## src/design/pcp_cfg.svh

```systemverilog
// constants for the parallel capture port
`ifndef PCP_CFG_SVH
`define PCP_CFG_SVH
`define PCP_DW          16
`define PCP_CW          16
`define PCP_FIFO_DEPTH  8
`define PCP_FS_N        3
`define PCP_SYS_NS      8
`define PCP_MIN_PCLK_CYC 2
`define PCP_WORD_ONES   8'hFF
`define PCP_WORD_ZERO   8'h00
`define PCP_XY_F        6
`define PCP_XY_V        5
`define PCP_XY_H        4
`define PCP_WID_8       3'h0
`define PCP_WID_10      3'h1
`define PCP_WID_BASE    5'h09
`define PCP_PRE_NONE    2'h0
`define PCP_PRE_ONES    2'h1
`define PCP_PRE_ZERO1   2'h2
`define PCP_PRE_CODE    2'h3
`define PCP_CNT_ONE     16'h0001
`define PCP_CNT_ZERO    16'h0000
`endif

```

## src/design/pcp_pkg.sv

```systemverilog
// types for the parallel capture port
package pcp_pkg;
    typedef enum logic [2:0] {
        PCP_GP_IN      = 3'h0,
        PCP_GP_CAPTURE = 3'h1,
        PCP_GP_OUT     = 3'h2,
        PCP_ITU_ACTIVE = 3'h3,
        PCP_ITU_VBI    = 3'h4,
        PCP_ITU_FIELD  = 3'h5
    } pcp_mode_type;

    typedef enum logic [1:0] {
        PCP_ST_IDLE  = 2'h0,
        PCP_ST_WAIT  = 2'h1,
        PCP_ST_DELAY = 2'h3,
        PCP_ST_XFER  = 2'h2
    } pcp_state_type;
endpackage

```

## src/design/parallel_capture_port.sv

```systemverilog
// parallel capture port: fifo and port engine
// Functional notes
// - port clock, three frame syncs, sixteen data
// - frame sync drive chosen by configuration
// - general modes move data one way
// - video modes move 8 or 10 bits
// - embedded preambles decoded in hardware
// - input mode: syncs and data are received
// - frame capture drives syncs, receives data
// - capture: sync one horizontal, two vertical
// - output mode drives data and syncs
// - input mode starts on frame sync one
// - start delay in port clocks before sampling
// - sample count samples per frame sync
// - width 8 or 10 to 16 bits
// - active mode drops blanking samples
// - active mode strips control sequences
// - active mode syncs field one, waits SAV
// - active mode counts active lines
// - blanking mode passes vertical blanking only
// - entire field mode passes every sample
// - entire field starts at field one
`timescale 1ns/100ps
`include "pcp_cfg.svh"

////////////////////////////////////////////////////////////////////////////////
module pcp_fifo
    import pcp_pkg::*;
#(
    parameter int WIDTH = `PCP_DW,
    parameter int DEPTH = `PCP_FIFO_DEPTH
) (
    input  wire logic             clk_i,
    input  wire logic             rst_n_i,
    input  wire logic             flush_i,
    input  wire logic             wr_valid_i,
    output logic                  wr_ready_o,
    input  wire logic [WIDTH-1:0] wr_data_i,
    output logic                  rd_valid_o,
    input  wire logic             rd_ready_i,
    output logic [WIDTH-1:0]      rd_data_o
);
    localparam int AW = $clog2(DEPTH);

    logic [WIDTH-1:0] mem_ff [DEPTH];
    logic [AW:0]      wptr_ff;
    logic [AW:0]      rptr_ff;
    wire              full  = (wptr_ff[AW] != rptr_ff[AW]) && (wptr_ff[AW-1:0] == rptr_ff[AW-1:0]);
    wire              empty = (wptr_ff == rptr_ff);
    wire              do_wr = wr_valid_i && !full;
    wire              do_rd = rd_ready_i && !empty;

    assign wr_ready_o = !full;
    assign rd_valid_o = !empty;
    assign rd_data_o  = mem_ff[rptr_ff[AW-1:0]];

    always_ff @(posedge clk_i) begin
        if (do_wr) begin
            mem_ff[wptr_ff[AW-1:0]] <= wr_data_i;
        end
    end

    always_ff @(posedge clk_i or negedge rst_n_i) begin
        if (!rst_n_i) begin
            wptr_ff <= '0;
            rptr_ff <= '0;
        end else if (flush_i) begin
            wptr_ff <= '0;
            rptr_ff <= '0;
        end else begin
            wptr_ff <= wptr_ff + (AW+1)'(do_wr);
            rptr_ff <= rptr_ff + (AW+1)'(do_rd);
        end
    end
endmodule

////////////////////////////////////////////////////////////////////////////////
module parallel_capture_port
    import pcp_pkg::*;
(
    input  wire logic                 clk_i,
    input  wire logic                 rst_n_i,
    input  wire logic                 port_clock_in_i,
    input  wire logic [`PCP_FS_N-1:0] frame_sync_i,
    output logic [`PCP_FS_N-1:0]      frame_sync_o,
    output logic [`PCP_FS_N-1:0]      frame_sync_oe_o,
    input  wire logic [`PCP_DW-1:0]   data_i,
    output logic [`PCP_DW-1:0]        data_o,
    output logic [`PCP_DW-1:0]        data_oe_o,
    input  wire logic                 port_enable_i,
    input  wire logic [2:0]           port_mode_i,
    input  wire logic [2:0]           data_width_i,
    input  wire logic [`PCP_FS_N-1:0] fs_drive_en_i,
    input  wire logic [`PCP_CW-1:0]   start_delay_reg_i,
    input  wire logic [`PCP_CW-1:0]   sample_count_reg_i,
    input  wire logic [`PCP_CW-1:0]   line_length_i,
    input  wire logic [`PCP_CW-1:0]   frame_lines_i,
    output logic                      rx_valid_o,
    input  wire logic                 rx_ready_i,
    output logic [`PCP_DW-1:0]        rx_data_o,
    input  wire logic                 tx_valid_i,
    output logic                      tx_ready_o,
    input  wire logic [`PCP_DW-1:0]   tx_data_i,
    output logic                      frame_done_o,
    output logic                      overrun_o,
    output logic                      underrun_o,
    output logic                      field_locked_o
);
    // width code 0 is 8 bits, code k is 9+k bits
    function automatic logic [`PCP_DW-1:0] width_mask(input logic [2:0] code);
        logic [4:0] bits;
        bits = (code == `PCP_WID_8) ? 5'h08 : (`PCP_WID_BASE + {2'h0, code});
        width_mask = `PCP_DW'((17'h1 << bits) - 17'h1);
    endfunction

    function automatic logic [7:0] video_word(input logic [`PCP_DW-1:0] d,
                                              input logic [2:0] code);
        video_word = (code == `PCP_WID_10) ? d[9:2] : d[7:0];
    endfunction

    ////////////////////////////////////////////////////////////////////////////
    // pins are asynchronous to clk_i; port clock is at most half of clk_i
    localparam int SW = 1 + `PCP_FS_N + `PCP_DW;
    logic [SW-1:0]         sync1_ff;
    logic [SW-1:0]         sync2_ff;
    logic                  pclk_prev_ff;
    always_ff @(posedge clk_i or negedge rst_n_i) begin
        if (!rst_n_i) begin
            sync1_ff     <= '0;
            sync2_ff     <= '0;
            pclk_prev_ff <= 1'b0;
        end else begin
            sync1_ff     <= {port_clock_in_i, frame_sync_i, data_i};
            sync2_ff     <= sync1_ff;
            pclk_prev_ff <= sync2_ff[SW-1];
        end
    end

    wire                   pclk_edge = sync2_ff[SW-1] && !pclk_prev_ff;
    wire [`PCP_FS_N-1:0]   samp_fs   = sync2_ff[`PCP_DW +: `PCP_FS_N];
    wire [`PCP_DW-1:0]     mask      = width_mask(data_width_i);
    wire [`PCP_DW-1:0]     samp_data = sync2_ff[`PCP_DW-1:0] & mask;
    wire [7:0]             vword     = video_word(sync2_ff[`PCP_DW-1:0], data_width_i);

    pcp_mode_type          mode;
    assign mode = pcp_mode_type'(port_mode_i);
    wire                   is_itu  = (mode == PCP_ITU_ACTIVE) || (mode == PCP_ITU_VBI)
                                     || (mode == PCP_ITU_FIELD);
    wire                   is_gen  = (mode == PCP_GP_CAPTURE) || (mode == PCP_GP_OUT);
    wire                   in_dir  = (mode != PCP_GP_OUT);

    ////////////////////////////////////////////////////////////////////////////
    // frame sync generator for capture and output modes
    logic [`PCP_CW-1:0]    hcnt_ff;
    logic [`PCP_CW-1:0]    vcnt_ff;
    logic                  fs1_in_prev_ff;
    wire                   h_last = (hcnt_ff + `PCP_CNT_ONE) >= line_length_i;
    wire                   v_last = (vcnt_ff + `PCP_CNT_ONE) >= frame_lines_i;
    wire [`PCP_FS_N-1:0]   nxt_fs = {hcnt_ff == `PCP_CNT_ZERO && vcnt_ff == `PCP_CNT_ZERO,
                                     vcnt_ff == `PCP_CNT_ZERO,
                                     hcnt_ff == `PCP_CNT_ZERO};
    logic [`PCP_FS_N-1:0]  fs_out_ff;
    logic [`PCP_FS_N-1:0]  fs_oe_ff;
    logic [`PCP_FS_N-1:0]  nxt_fs_oe;

    always_ff @(posedge clk_i or negedge rst_n_i) begin
        if (!rst_n_i) begin
            hcnt_ff        <= '0;
            vcnt_ff        <= '0;
            fs_out_ff      <= '0;
            fs1_in_prev_ff <= 1'b0;
        end else if (!port_enable_i || !is_gen) begin
            hcnt_ff        <= '0;
            vcnt_ff        <= '0;
            fs_out_ff      <= '0;
            fs1_in_prev_ff <= pclk_edge ? samp_fs[0] : fs1_in_prev_ff;
        end else if (pclk_edge) begin
            fs_out_ff <= nxt_fs;
            hcnt_ff   <= h_last ? '0 : hcnt_ff + `PCP_CNT_ONE;
            if (h_last) begin
                vcnt_ff <= v_last ? '0 : vcnt_ff + `PCP_CNT_ONE;
            end
        end
    end

    // pin direction per line: capture forces lines one and two out
    genvar gi;
    generate
        for (gi = 0; gi < `PCP_FS_N; gi++) begin : g_fs_dir
            assign nxt_fs_oe[gi] = port_enable_i && (fs_drive_en_i[gi]
                                   && is_gen || (mode == PCP_GP_CAPTURE && gi < 2));
        end
    endgenerate

    always_ff @(posedge clk_i or negedge rst_n_i) begin
        if (!rst_n_i) begin
            fs_oe_ff <= '0;
        end else begin
            fs_oe_ff <= nxt_fs_oe;
        end
    end

    assign frame_sync_o    = fs_out_ff;
    assign frame_sync_oe_o = fs_oe_ff;

    ////////////////////////////////////////////////////////////////////////////
    // embedded preamble decoder: ones, zero, zero, code word
    logic [1:0]            pre_ff;
    logic                  f_ff;
    logic                  v_ff;
    logic                  h_ff;
    logic [1:0]            nxt_pre;
    wire                   code_now  = (pre_ff == `PCP_PRE_CODE);
    wire                   is_ctrl   = (vword == `PCP_WORD_ONES) || (pre_ff != `PCP_PRE_NONE);
    wire                   field_one = code_now && !vword[`PCP_XY_F] && f_ff;
    wire                   end_line  = code_now && vword[`PCP_XY_H] && !v_ff && !h_ff;

    always_comb begin
        nxt_pre = `PCP_PRE_NONE;
        if (vword == `PCP_WORD_ONES) begin
            nxt_pre = `PCP_PRE_ONES;
        end else if (vword == `PCP_WORD_ZERO && pre_ff == `PCP_PRE_ONES) begin
            nxt_pre = `PCP_PRE_ZERO1;
        end else if (vword == `PCP_WORD_ZERO && pre_ff == `PCP_PRE_ZERO1) begin
            nxt_pre = `PCP_PRE_CODE;
        end
    end

    always_ff @(posedge clk_i or negedge rst_n_i) begin
        if (!rst_n_i) begin
            pre_ff <= `PCP_PRE_NONE;
            f_ff   <= 1'b0;
            v_ff   <= 1'b1;
            h_ff   <= 1'b1;
        end else if (!port_enable_i || !is_itu) begin
            pre_ff <= `PCP_PRE_NONE;
        end else if (pclk_edge) begin
            pre_ff <= nxt_pre;
            if (code_now) begin
                f_ff <= vword[`PCP_XY_F];
                v_ff <= vword[`PCP_XY_V];
                h_ff <= vword[`PCP_XY_H];
            end
        end
    end

    ////////////////////////////////////////////////////////////////////////////
    // transfer sequencer
    pcp_state_type         state_ff;
    pcp_state_type         nxt_state;
    logic [`PCP_CW-1:0]    dly_ff;
    logic [`PCP_CW-1:0]    rem_ff;
    logic [`PCP_CW-1:0]    nxt_dly;
    logic [`PCP_CW-1:0]    nxt_rem;
    logic                  nxt_done;
    logic                  done_ff;

    wire fs1_rise  = samp_fs[0] && !fs1_in_prev_ff;
    wire gp_trig   = (mode == PCP_GP_IN) ? fs1_rise : (is_gen && h_last == 1'b0 &&
                     hcnt_ff == `PCP_CNT_ZERO);
    wire xfer_edge = pclk_edge && (state_ff == PCP_ST_XFER);
    wire pass_itu  = (mode == PCP_ITU_FIELD) ||
                     (mode == PCP_ITU_ACTIVE && !v_ff && !h_ff && !is_ctrl) ||
                     (mode == PCP_ITU_VBI && v_ff && !is_ctrl);
    wire lines_end = (mode == PCP_ITU_ACTIVE) && end_line
                     && (rem_ff == `PCP_CNT_ONE);

    always_comb begin
        nxt_state = state_ff;
        nxt_dly   = dly_ff;
        nxt_rem   = rem_ff;
        nxt_done  = 1'b0;
        case (state_ff)
            PCP_ST_IDLE: begin
                nxt_state = PCP_ST_WAIT;
            end
            PCP_ST_WAIT: begin
                nxt_rem = sample_count_reg_i;
                nxt_dly = start_delay_reg_i;
                if (is_itu && field_one) begin
                    nxt_state = PCP_ST_XFER;
                end else if (!is_itu && gp_trig && sample_count_reg_i != `PCP_CNT_ZERO) begin
                    nxt_state = (start_delay_reg_i == `PCP_CNT_ZERO) ? PCP_ST_XFER
                                                                     : PCP_ST_DELAY;
                end
            end
            PCP_ST_DELAY: begin
                nxt_dly = dly_ff - `PCP_CNT_ONE;
                if (dly_ff == `PCP_CNT_ONE) begin
                    nxt_state = PCP_ST_XFER;
                end
            end
            PCP_ST_XFER: begin
                if (is_itu) begin
                    if (mode == PCP_ITU_ACTIVE && end_line) begin
                        nxt_rem = rem_ff - `PCP_CNT_ONE;
                    end
                    if (lines_end) begin
                        nxt_state = PCP_ST_WAIT;
                        nxt_done  = 1'b1;
                    end
                end else begin
                    nxt_rem = rem_ff - `PCP_CNT_ONE;
                    if (rem_ff == `PCP_CNT_ONE) begin
                        nxt_state = PCP_ST_WAIT;
                        nxt_done  = 1'b1;
                    end
                end
            end
            default: begin
                nxt_state = PCP_ST_IDLE;
            end
        endcase
    end

    always_ff @(posedge clk_i or negedge rst_n_i) begin
        if (!rst_n_i) begin
            state_ff <= PCP_ST_IDLE;
            dly_ff   <= '0;
            rem_ff   <= '0;
            done_ff  <= 1'b0;
        end else if (!port_enable_i) begin
            state_ff <= PCP_ST_IDLE;
            done_ff  <= 1'b0;
        end else begin
            done_ff <= pclk_edge && nxt_done;
            if (pclk_edge) begin
                state_ff <= nxt_state;
                dly_ff   <= nxt_dly;
                rem_ff   <= nxt_rem;
            end
        end
    end

    ////////////////////////////////////////////////////////////////////////////
    // data path through the fifo; direction picks its filler and drainer
    logic                  fifo_wr_ready;
    logic                  fifo_rd_valid;
    logic [`PCP_DW-1:0]    fifo_rd_data;
    logic [`PCP_DW-1:0]    dout_ff;
    logic [`PCP_DW-1:0]    doe_ff;
    logic                  ovr_ff;
    logic                  und_ff;

    wire cap_push  = xfer_edge && in_dir && (is_itu ? pass_itu : 1'b1);
    wire out_slot  = xfer_edge && (mode == PCP_GP_OUT);
    wire out_pop   = out_slot && fifo_rd_valid;
    wire fifo_wr_v = in_dir ? cap_push : (tx_valid_i && port_enable_i);
    wire fifo_rd_r = in_dir ? rx_ready_i : out_pop;

    // the port cannot be stalled: a full fifo drops the sample and flags it
    pcp_fifo #(
        .WIDTH (`PCP_DW),
        .DEPTH (`PCP_FIFO_DEPTH)
    ) u_fifo (
        .clk_i      (clk_i),
        .rst_n_i    (rst_n_i),
        .flush_i    (!port_enable_i),
        .wr_valid_i (fifo_wr_v),
        .wr_ready_o (fifo_wr_ready),
        .wr_data_i  (in_dir ? samp_data : tx_data_i),
        .rd_valid_o (fifo_rd_valid),
        .rd_ready_i (fifo_rd_r),
        .rd_data_o  (fifo_rd_data)
    );

    always_ff @(posedge clk_i or negedge rst_n_i) begin
        if (!rst_n_i) begin
            dout_ff <= '0;
            doe_ff  <= '0;
            ovr_ff  <= 1'b0;
            und_ff  <= 1'b0;
        end else begin
            doe_ff <= (port_enable_i && mode == PCP_GP_OUT) ? mask : '0;
            ovr_ff <= cap_push && !fifo_wr_ready;
            und_ff <= out_slot && !fifo_rd_valid;
            if (out_pop) begin
                dout_ff <= fifo_rd_data & mask;
            end
        end
    end

    assign data_o         = dout_ff;
    assign data_oe_o      = doe_ff;
    assign rx_valid_o     = in_dir && fifo_rd_valid;
    assign rx_data_o      = fifo_rd_data;
    assign tx_ready_o     = !in_dir && port_enable_i && fifo_wr_ready;
    assign frame_done_o   = done_ff;
    assign overrun_o      = ovr_ff;
    assign underrun_o     = und_ff;
    assign field_locked_o = is_itu && (state_ff == PCP_ST_XFER);
endmodule

```

## config.mk

```make
export PLATFORM = sky130hd
export DESIGN_NAME = parallel_capture_port
export DESIGN_NICKNAME = d
export VERILOG_FILES = /design/src/design/pcp_pkg.sv /design/src/design/parallel_capture_port.sv
export VERILOG_INCLUDE_DIRS = /design/src /design/src/design
export SDC_FILE = /design/constraint.sdc
export NUM_CORES = 1
export LEC_CHECK = 0
export BUFFER_PORTS_ARGS = -buffer_cell sky130_fd_sc_hd__buf_2
export CORE_MARGIN = 2
export CORE_UTILIZATION = 50
export CTS_BUF_LIST = sky130_fd_sc_hd__clkbuf_4 sky130_fd_sc_hd__clkbuf_8
export CTS_CLUSTER_DIAMETER = 100
export DETAILED_ROUTE_END_ITERATION = 8
export HOLD_SLACK_MARGIN = 0.15
export PLACE_DENSITY = 0.7
export SLEW_MARGIN = 20
export SYNTH_ARGS = -nofsm -noshare
export SYNTH_HDL_FRONTEND = slang
export SYNTH_HIERARCHICAL = 1
export SYNTH_SLANG_ARGS = --single-unit
```

## constraint.sdc

```tcl
create_clock -name clk_i -period 5.6 [get_ports clk_i]
set_input_delay 1.12 -clock clk_i [delete_from_list [all_inputs] [get_ports clk_i]]
set_output_delay 1.12 -clock clk_i [all_outputs]
set_load 0.02 [all_outputs]
```

* Word-level counts from Yosys, hierarchy flattened
Memories as Yosys holds them, arrays and structs flattened. Index checks and enable logic that the tools add are counted.
Word-level totals: flip-flop bits (word level) 162, bits in writable memories 128, output and inout port bits 60, word-level logic and storage cells 195, memories 1
Memories:
- u_fifo.mem_ff | words 8, bits a word 16, rd ports 1, clocked after memory_dff 0, wr ports 1, RTL line parallel_capture_port.sv:45 | logic [WIDTH-1:0] mem_ff [DEPTH];
Cells by class: add/sub/neg operators 8, magnitude comparators 2, equal/unequal tests 25, shift operators 1, muxes and demuxes 45, bitwise gates (word level) 4, reduce and logical (&&, ||, !) cells 87
Operators by type and width (count):
- 2-to-1 mux 16 bit | 11
- one-hot mux 16 bit (2 select lines) | 2
- zero test 16 bit | 3
- subtractor 16 x 1 -> 16 bit, second input constant | 3
- logical AND 1 bit | 45
- adder 16 x 1 -> 16 bit, second input constant | 2
- AND 16 bit | 2
- == test 16 x 1 -> 1 bit, second input constant | 2
- >= comparator 16 bit | 2
- 2-to-1 mux 2 bit | 13
- nonzero test 16 bit | 1
- left shift 1 x 5 -> 16 bit, first input constant | 1
- zero test 1 bit | 12
- 2-to-1 mux 1 bit | 12
- nonzero test 2 bit | 6
- logical OR 1 bit | 10
- adder 4 x 1 -> 4 bit | 2
- == test 2 bit, second input constant | 4
- == test 8 bit, second input constant | 1
- zero test 8 bit | 1
- 2-to-1 mux 4 bit | 2
- 2-to-1 mux 8 bit | 1
- inequality test 4 bit, second input constant | 2
- one-hot mux 2 bit (4 select lines) | 1
- 21 further kinds | 31

* Longest topological paths before layout
word-level depth 14, depth in mapped cells 16

* Hierarchy
The synthesis kept the hierarchy.
By module, submodules not included:
- parallel_capture_port | instances 1, cells each 963, area each 8450.6 µm², sequential area each 3756.1 µm²
- pcp_fifo | instances 1, cells each 234, area each 5403.9 µm², sequential area each 4043.9 µm²

* Worst setup path before layout
No wires, ideal clock.
path type input-to-reg, start point in data_width_i[0], end point mem u_fifo/mem_ff[0][12] (netlist name), data pin, library setup time 0.321 ns, arrival time 3.443 ns, data required time 5.279 ns, setup slack 1.836 ns, stages 13, buffers on the path 1, path through ha_1 ha_1 inv_1 nand2_1 o21ai_0 nand2_1 ha_1 clkbuf_1 o21a_1 nor2_1 mux2_2 a21boi_0 o21ai_0
Between the ends: longest elaborated chain between the ends 6, elaborated cells between the ends (all ways) 7, classes of those cells add/sub (2); shift (1); mux (2); bitwise (1); reduce/logical (1)
RTL lines:
- from (decl) | RTL line parallel_capture_port.sv:92 | input wire logic [2:0] data_width_i,
- adder 4 x 3 -> 5 bit (no source line) or zero test 3 bit (tied branches)
- 2-to-1 mux 5 bit * | RTL line parallel_capture_port.sv:112 | bits = (code == `PCP_WID_8) ? 5'h08 : (`PCP_WID_BASE + {2'h0, code});
- left shift 1 x 5 -> 16 bit * | RTL line parallel_capture_port.sv:113 | width_mask = `PCP_DW'((17'h1 << bits) - 17'h1);
- subtractor 16 x 1 -> 16 bit * | RTL line parallel_capture_port.sv:113
- AND 16 bit * | RTL line parallel_capture_port.sv:142 | wire [`PCP_DW-1:0] samp_data = sync2_ff[`PCP_DW-1:0] & mask;
- 2-to-1 mux 16 bit * | RTL line parallel_capture_port.sv:361 | .wr_data_i (in_dir ? samp_data : tx_data_i),
- to (decl) | RTL line parallel_capture_port.sv:45
Every way passes the cells marked *; elsewhere a longest branch is shown, timed or not.

* Worst setup path in the final report
start point reg hcnt_ff[2], end point reg hcnt_ff[8]
Between the ends: longest elaborated chain between the ends 5
RTL lines:
- from (decl) | RTL line parallel_capture_port.sv:154 | logic [`PCP_CW-1:0] hcnt_ff;
- from (signal assigned) | RTL line parallel_capture_port.sv:179 | hcnt_ff <= h_last ? '0 : hcnt_ff + `PCP_CNT_ONE;
- adder 16 x 1 -> 16 bit (no source line) *
- >= comparator 16 bit | RTL line parallel_capture_port.sv:157 | wire h_last = (hcnt_ff + `PCP_CNT_ONE) >= line_length_i;
- 2-to-1 mux 16 bit (no source line) *
- 2-to-1 mux 16 bit * | RTL line parallel_capture_port.sv:177 | end else if (pclk_edge) begin
- 2-to-1 mux 16 bit * | RTL line parallel_capture_port.sv:172 | end else if (!port_enable_i || !is_gen) begin
Every way passes the cells marked *; elsewhere a longest branch is shown, timed or not. The select of a mux whose other input is x is not followed. A chain may end at the register's enable or synchronous reset.

==> results.yml <==
status:
  outcome: "finished clean"
floorplan:
  core_um2: 27100
  placementRows: 60
  start_util_pct: 51.1
  die_area_um2: 29100
  die_w_um: 170
  die_height_um: 170
  boundaryPins: 174
logic_synthesis:
  synth-edff-count: 128
  synth_flop_cell: "dfrtp_1"
  syn_avg_cell_area_um2: 11.6
  synthCells: 1197
  ys_types: 72
  synthSimpleGateAreaFrac_pct: 14.0
  synth_most_common_cell: "dfrtp_1"
  synth_warnings: 6
  synth_compound_area_share_pct: 11.0
  synth_top_family_by_area: "simple AND/OR/NAND/NOR gates"
  synthXorXnorAreaFrac_pct: 2.21
  syn_area_um2: 13900
  synth_top_area_cell: "dfrtp_1"
  yosys.area.top_type_share_pct: 28.2
  async_reset_ff_share_pct: 55.2
  yosys-top-cells-count: "156 x dfrtp_1, 139 x nand2_1, 128 x edfxtp_1"
  yosys.area_share.adder_pct: 4.70
  synth_nets: 1363
  yosys-top-cells-area: "dfrtp_1 28%, edfxtp_1 28%, mux4_1 4.9%"
  synth_seq_area_share_pct: 56.3
  synthMuxAreaShare_pct: 8.17
  synth_seq_cells: 286
detailed_routing:
  viasPerCell: 5.70
  drt_first_pass_iters: 5
  post_drt_wl_per_cell_um: 19.0
  route.detailed.drc: 0
  wl_mm: 33.9
  vias: 10200
  ant_nets: 0
  drt_iter0_drc: 804
sta:
  fmax_ghz: 0.242
  post-route-period-util_pct: 73.8
  slew_headroom_pct: 27.3
  final.setup_skew_ns: 0.0347
  period_needed_ns: 4.13
  max_slew.worst_pin.slew_ns: 1.09
  rsz0062_at_grt: "false"
  finalHoldViolations: 0
  tns_ns: 0
  slew_viol_final: 0
  setup_viol: 0
  worst_slack_ns: 1.47
grt:
  grt_max_degree: 93
  grt-ovfl-total: 0
  grt_pass1_vias: 9935
  grt_usage_pct: 23.6
  grt_pass1_wl_mm: 53.0
  antenna_found_initial: 3
power_and_ir_drop:
  power_mw: 5.17
  p_sw_mw: 1.48
  power_density_nw_per_um2: 323
  p_int_mw: 3.68
  combPwrFrac_pct: 15.2
  power_leakage_nw: 6.89
  switching_share_pct: 28.7
  ir_drop_mv: 0.158
  sequentialPowerShare_pct: 48.7
  power_frac_clock_pct: 36.1
clock_tree:
  cts_setup_buffers: 0
  htreeDepth: 2
  cts.path.max_buffers: 3
  ctsRootBufferMaster: "clkbuf_8"
  clk_pin_slew_ns: 0.07
  clock_sinks: 286
  cts_buffers: 48
  clkLatencyLatePin_ns: 0.58
  cts_resized: 0
  ctsHoldBuffers: 0
  cts_tree: "yes"
placed_design:
  gp_congestion: 0.881
  dpl.hpwl_mm: 23.5
  placed_cells: 1701
  dpl_cell_area_um2: 15000
  dp_slack_ns: 1.04
  io_buffers: 171
worst_setup_path:
  max_stage_delay_ns: 0.56
  end_kind: "flip-flop"
  cp_common_cell: "nand3_1"
  cp_cell_sequence: "nand3_1, nor4_2, nand3_1, nor2_1, xor2_1, ha_1, a211oi_1, nor2_1, nor4_1, nand3_1, nor3_2, buf_4, o21ai_0, a31oi_1"
  critPathRequiredTime_ns: 6.08
  worstSetupStartpointType: "flip-flop"
  crit_fanout: 28
  reg2reg_to: "hcnt_ff[8]$_DFFE_PN0P_"
  crit_type: "reg2reg"
  worstSetupStartpoint: "hcnt_ff[2]$_DFFE_PN0P_"
  reg2reg_depth: 14
  reg2reg_slack_ns: 1.47
  crit_slowest_cell: "nor4_2"
  worstPathArrival_ns: 4.62
  r2r-start: "hcnt_ff[2]$_DFFE_PN0P_"
finish:
  drive_gt1_share_pct: 22.1
  fill_cells: 2206
  syn2layout_area_growth_pct: 15.5
  layout.cells.non_filler: 1791
  fin_nets: 1545
  final_cell_area_um2: 16000
worst_hold_path:
  holdPathEnd: "sync2_ff[13]$_DFF_PN0_"
  min_path_type: "reg2reg"
  min_path_cells: 0
  hp-start: "sync1_ff[13]$_DFF_PN0_"
flow_run:
  cap_violations: 0
flip-flops by register name, indices dropped and copies added, names as in the netlist, 2 cells and up:
name and count:
data_oe_o 16, rem_ff 16, u_fifo/wptr_ff 4, u_fifo/rptr_ff 4
frame_sync_o 3, u_fifo/mem_ff 128, sync1_ff 18, dly_ff 16
pre_ff 2, hcnt_ff 16, sync2_ff 18, frame_sync_oe_o 3
data_o 16, vcnt_ff 16, state_ff 2
critical path, delay by kind of cell, from the launching register on:
kind,cells,cell delay [ns]
AO/OA/AOI/OAI,3,0.60
AND/OR/NAND/NOR,8,2.23
flip-flops,1,0.48
XOR/XNOR,1,0.17
adder cells (fa/ha/maj),1,0.26
buffers and inverters,1,0.30
cell usage in the layout, fill, tap and decap left out, drive strengths merged, types with 4 or more instances in the layout:
master	instances
mux2	19
edfxtp	128
xor2	9
a31oi	18
mux4	32
dfrtp	156
nor2b	10
inv	62
or2	4
and3b	5
and2	4
nor4	26
buf	185
clkinv	16
o21ai	77
nand3	56
and3	14
nor3	19
nor3b	4
mux2i	10
clkbuf	71
or3	8
a21o	8
a22o	6
a32o	9
o22ai	15
nand4	13
o21a	5
ha	52
nand2	139
xnor2	26
a211oi	4
nor2	78
a21oi	75
nand2b	13
logic make-up (layout without fill, tap and decap cells):
kind of cell / count (synthesis) / after routing
flip-flops: 286 / 286
buffers and inverters: 113 / 334
other: 1 / 2
AND/OR/NAND/NOR: 403 / 403
XOR/XNOR: 35 / 35
adder cells (fa/ha/maj): 52 / 52
AO/OA/AOI/OAI: 246 / 246
multiplexers: 61 / 61
cell type report:
cell class	count	area [µm²]	share of cell area, %
clock buffers	71	883	5.52
diodes	1	2.50	0.0156
repair buffers	185	967	6.04
clock inverters	18	96.3	0.602
inverters	60	225	1.41
multi-input cells	798	5560	34.7
flip-flops and latches	286	7800	48.8
well taps	372	465	2.91
power by group through the flow:
stage          combinational, mW  sequential, mW  clock, mW
4_1_cts                    0.783            2.51       1.91
3_3_place_gp               0.757            2.54          0
5_1_grt                    0.881            2.54       2.00
6_report                   0.784            2.52       1.87
3_5_place_dp               0.779            2.55          0
2_1_floorplan              0.553            2.52          0
through the flow:
step                      hold slack [ns]  util (%)
final                               0.347      59.0
after global routing                0.352      59.0
after CTS                           0.348      59.0
after detailed placement            0.335      55.4
after global placement              0.333      55.4
after floorplan                     0.331         -
worst max-delay path by stage:
stage                                          end  slack [ns]
floorplan           u_fifo/mem_ff[0][12]$_DFFE_PP_        1.84
global placement    u_fifo/mem_ff[2][12]$_DFFE_PP_        1.14
detailed placement  u_fifo/mem_ff[3][12]$_DFFE_PP_        1.04
CTS                         hcnt_ff[8]$_DFFE_PN0P_        1.49
global route                hcnt_ff[8]$_DFFE_PN0P_        0.94
finish                      hcnt_ff[8]$_DFFE_PN0P_        1.47
per-layer routing:
layer	wire length [µm]	GRT usage, %	vias up
li1	-	-	4791
met1	15000	32.7	4974
met3	2480	5.09	50
met2	15700	37.8	381
met4	716	6.69	4
met5	27	0	-
No activity file was read; power rests on OpenSTA's default activity.
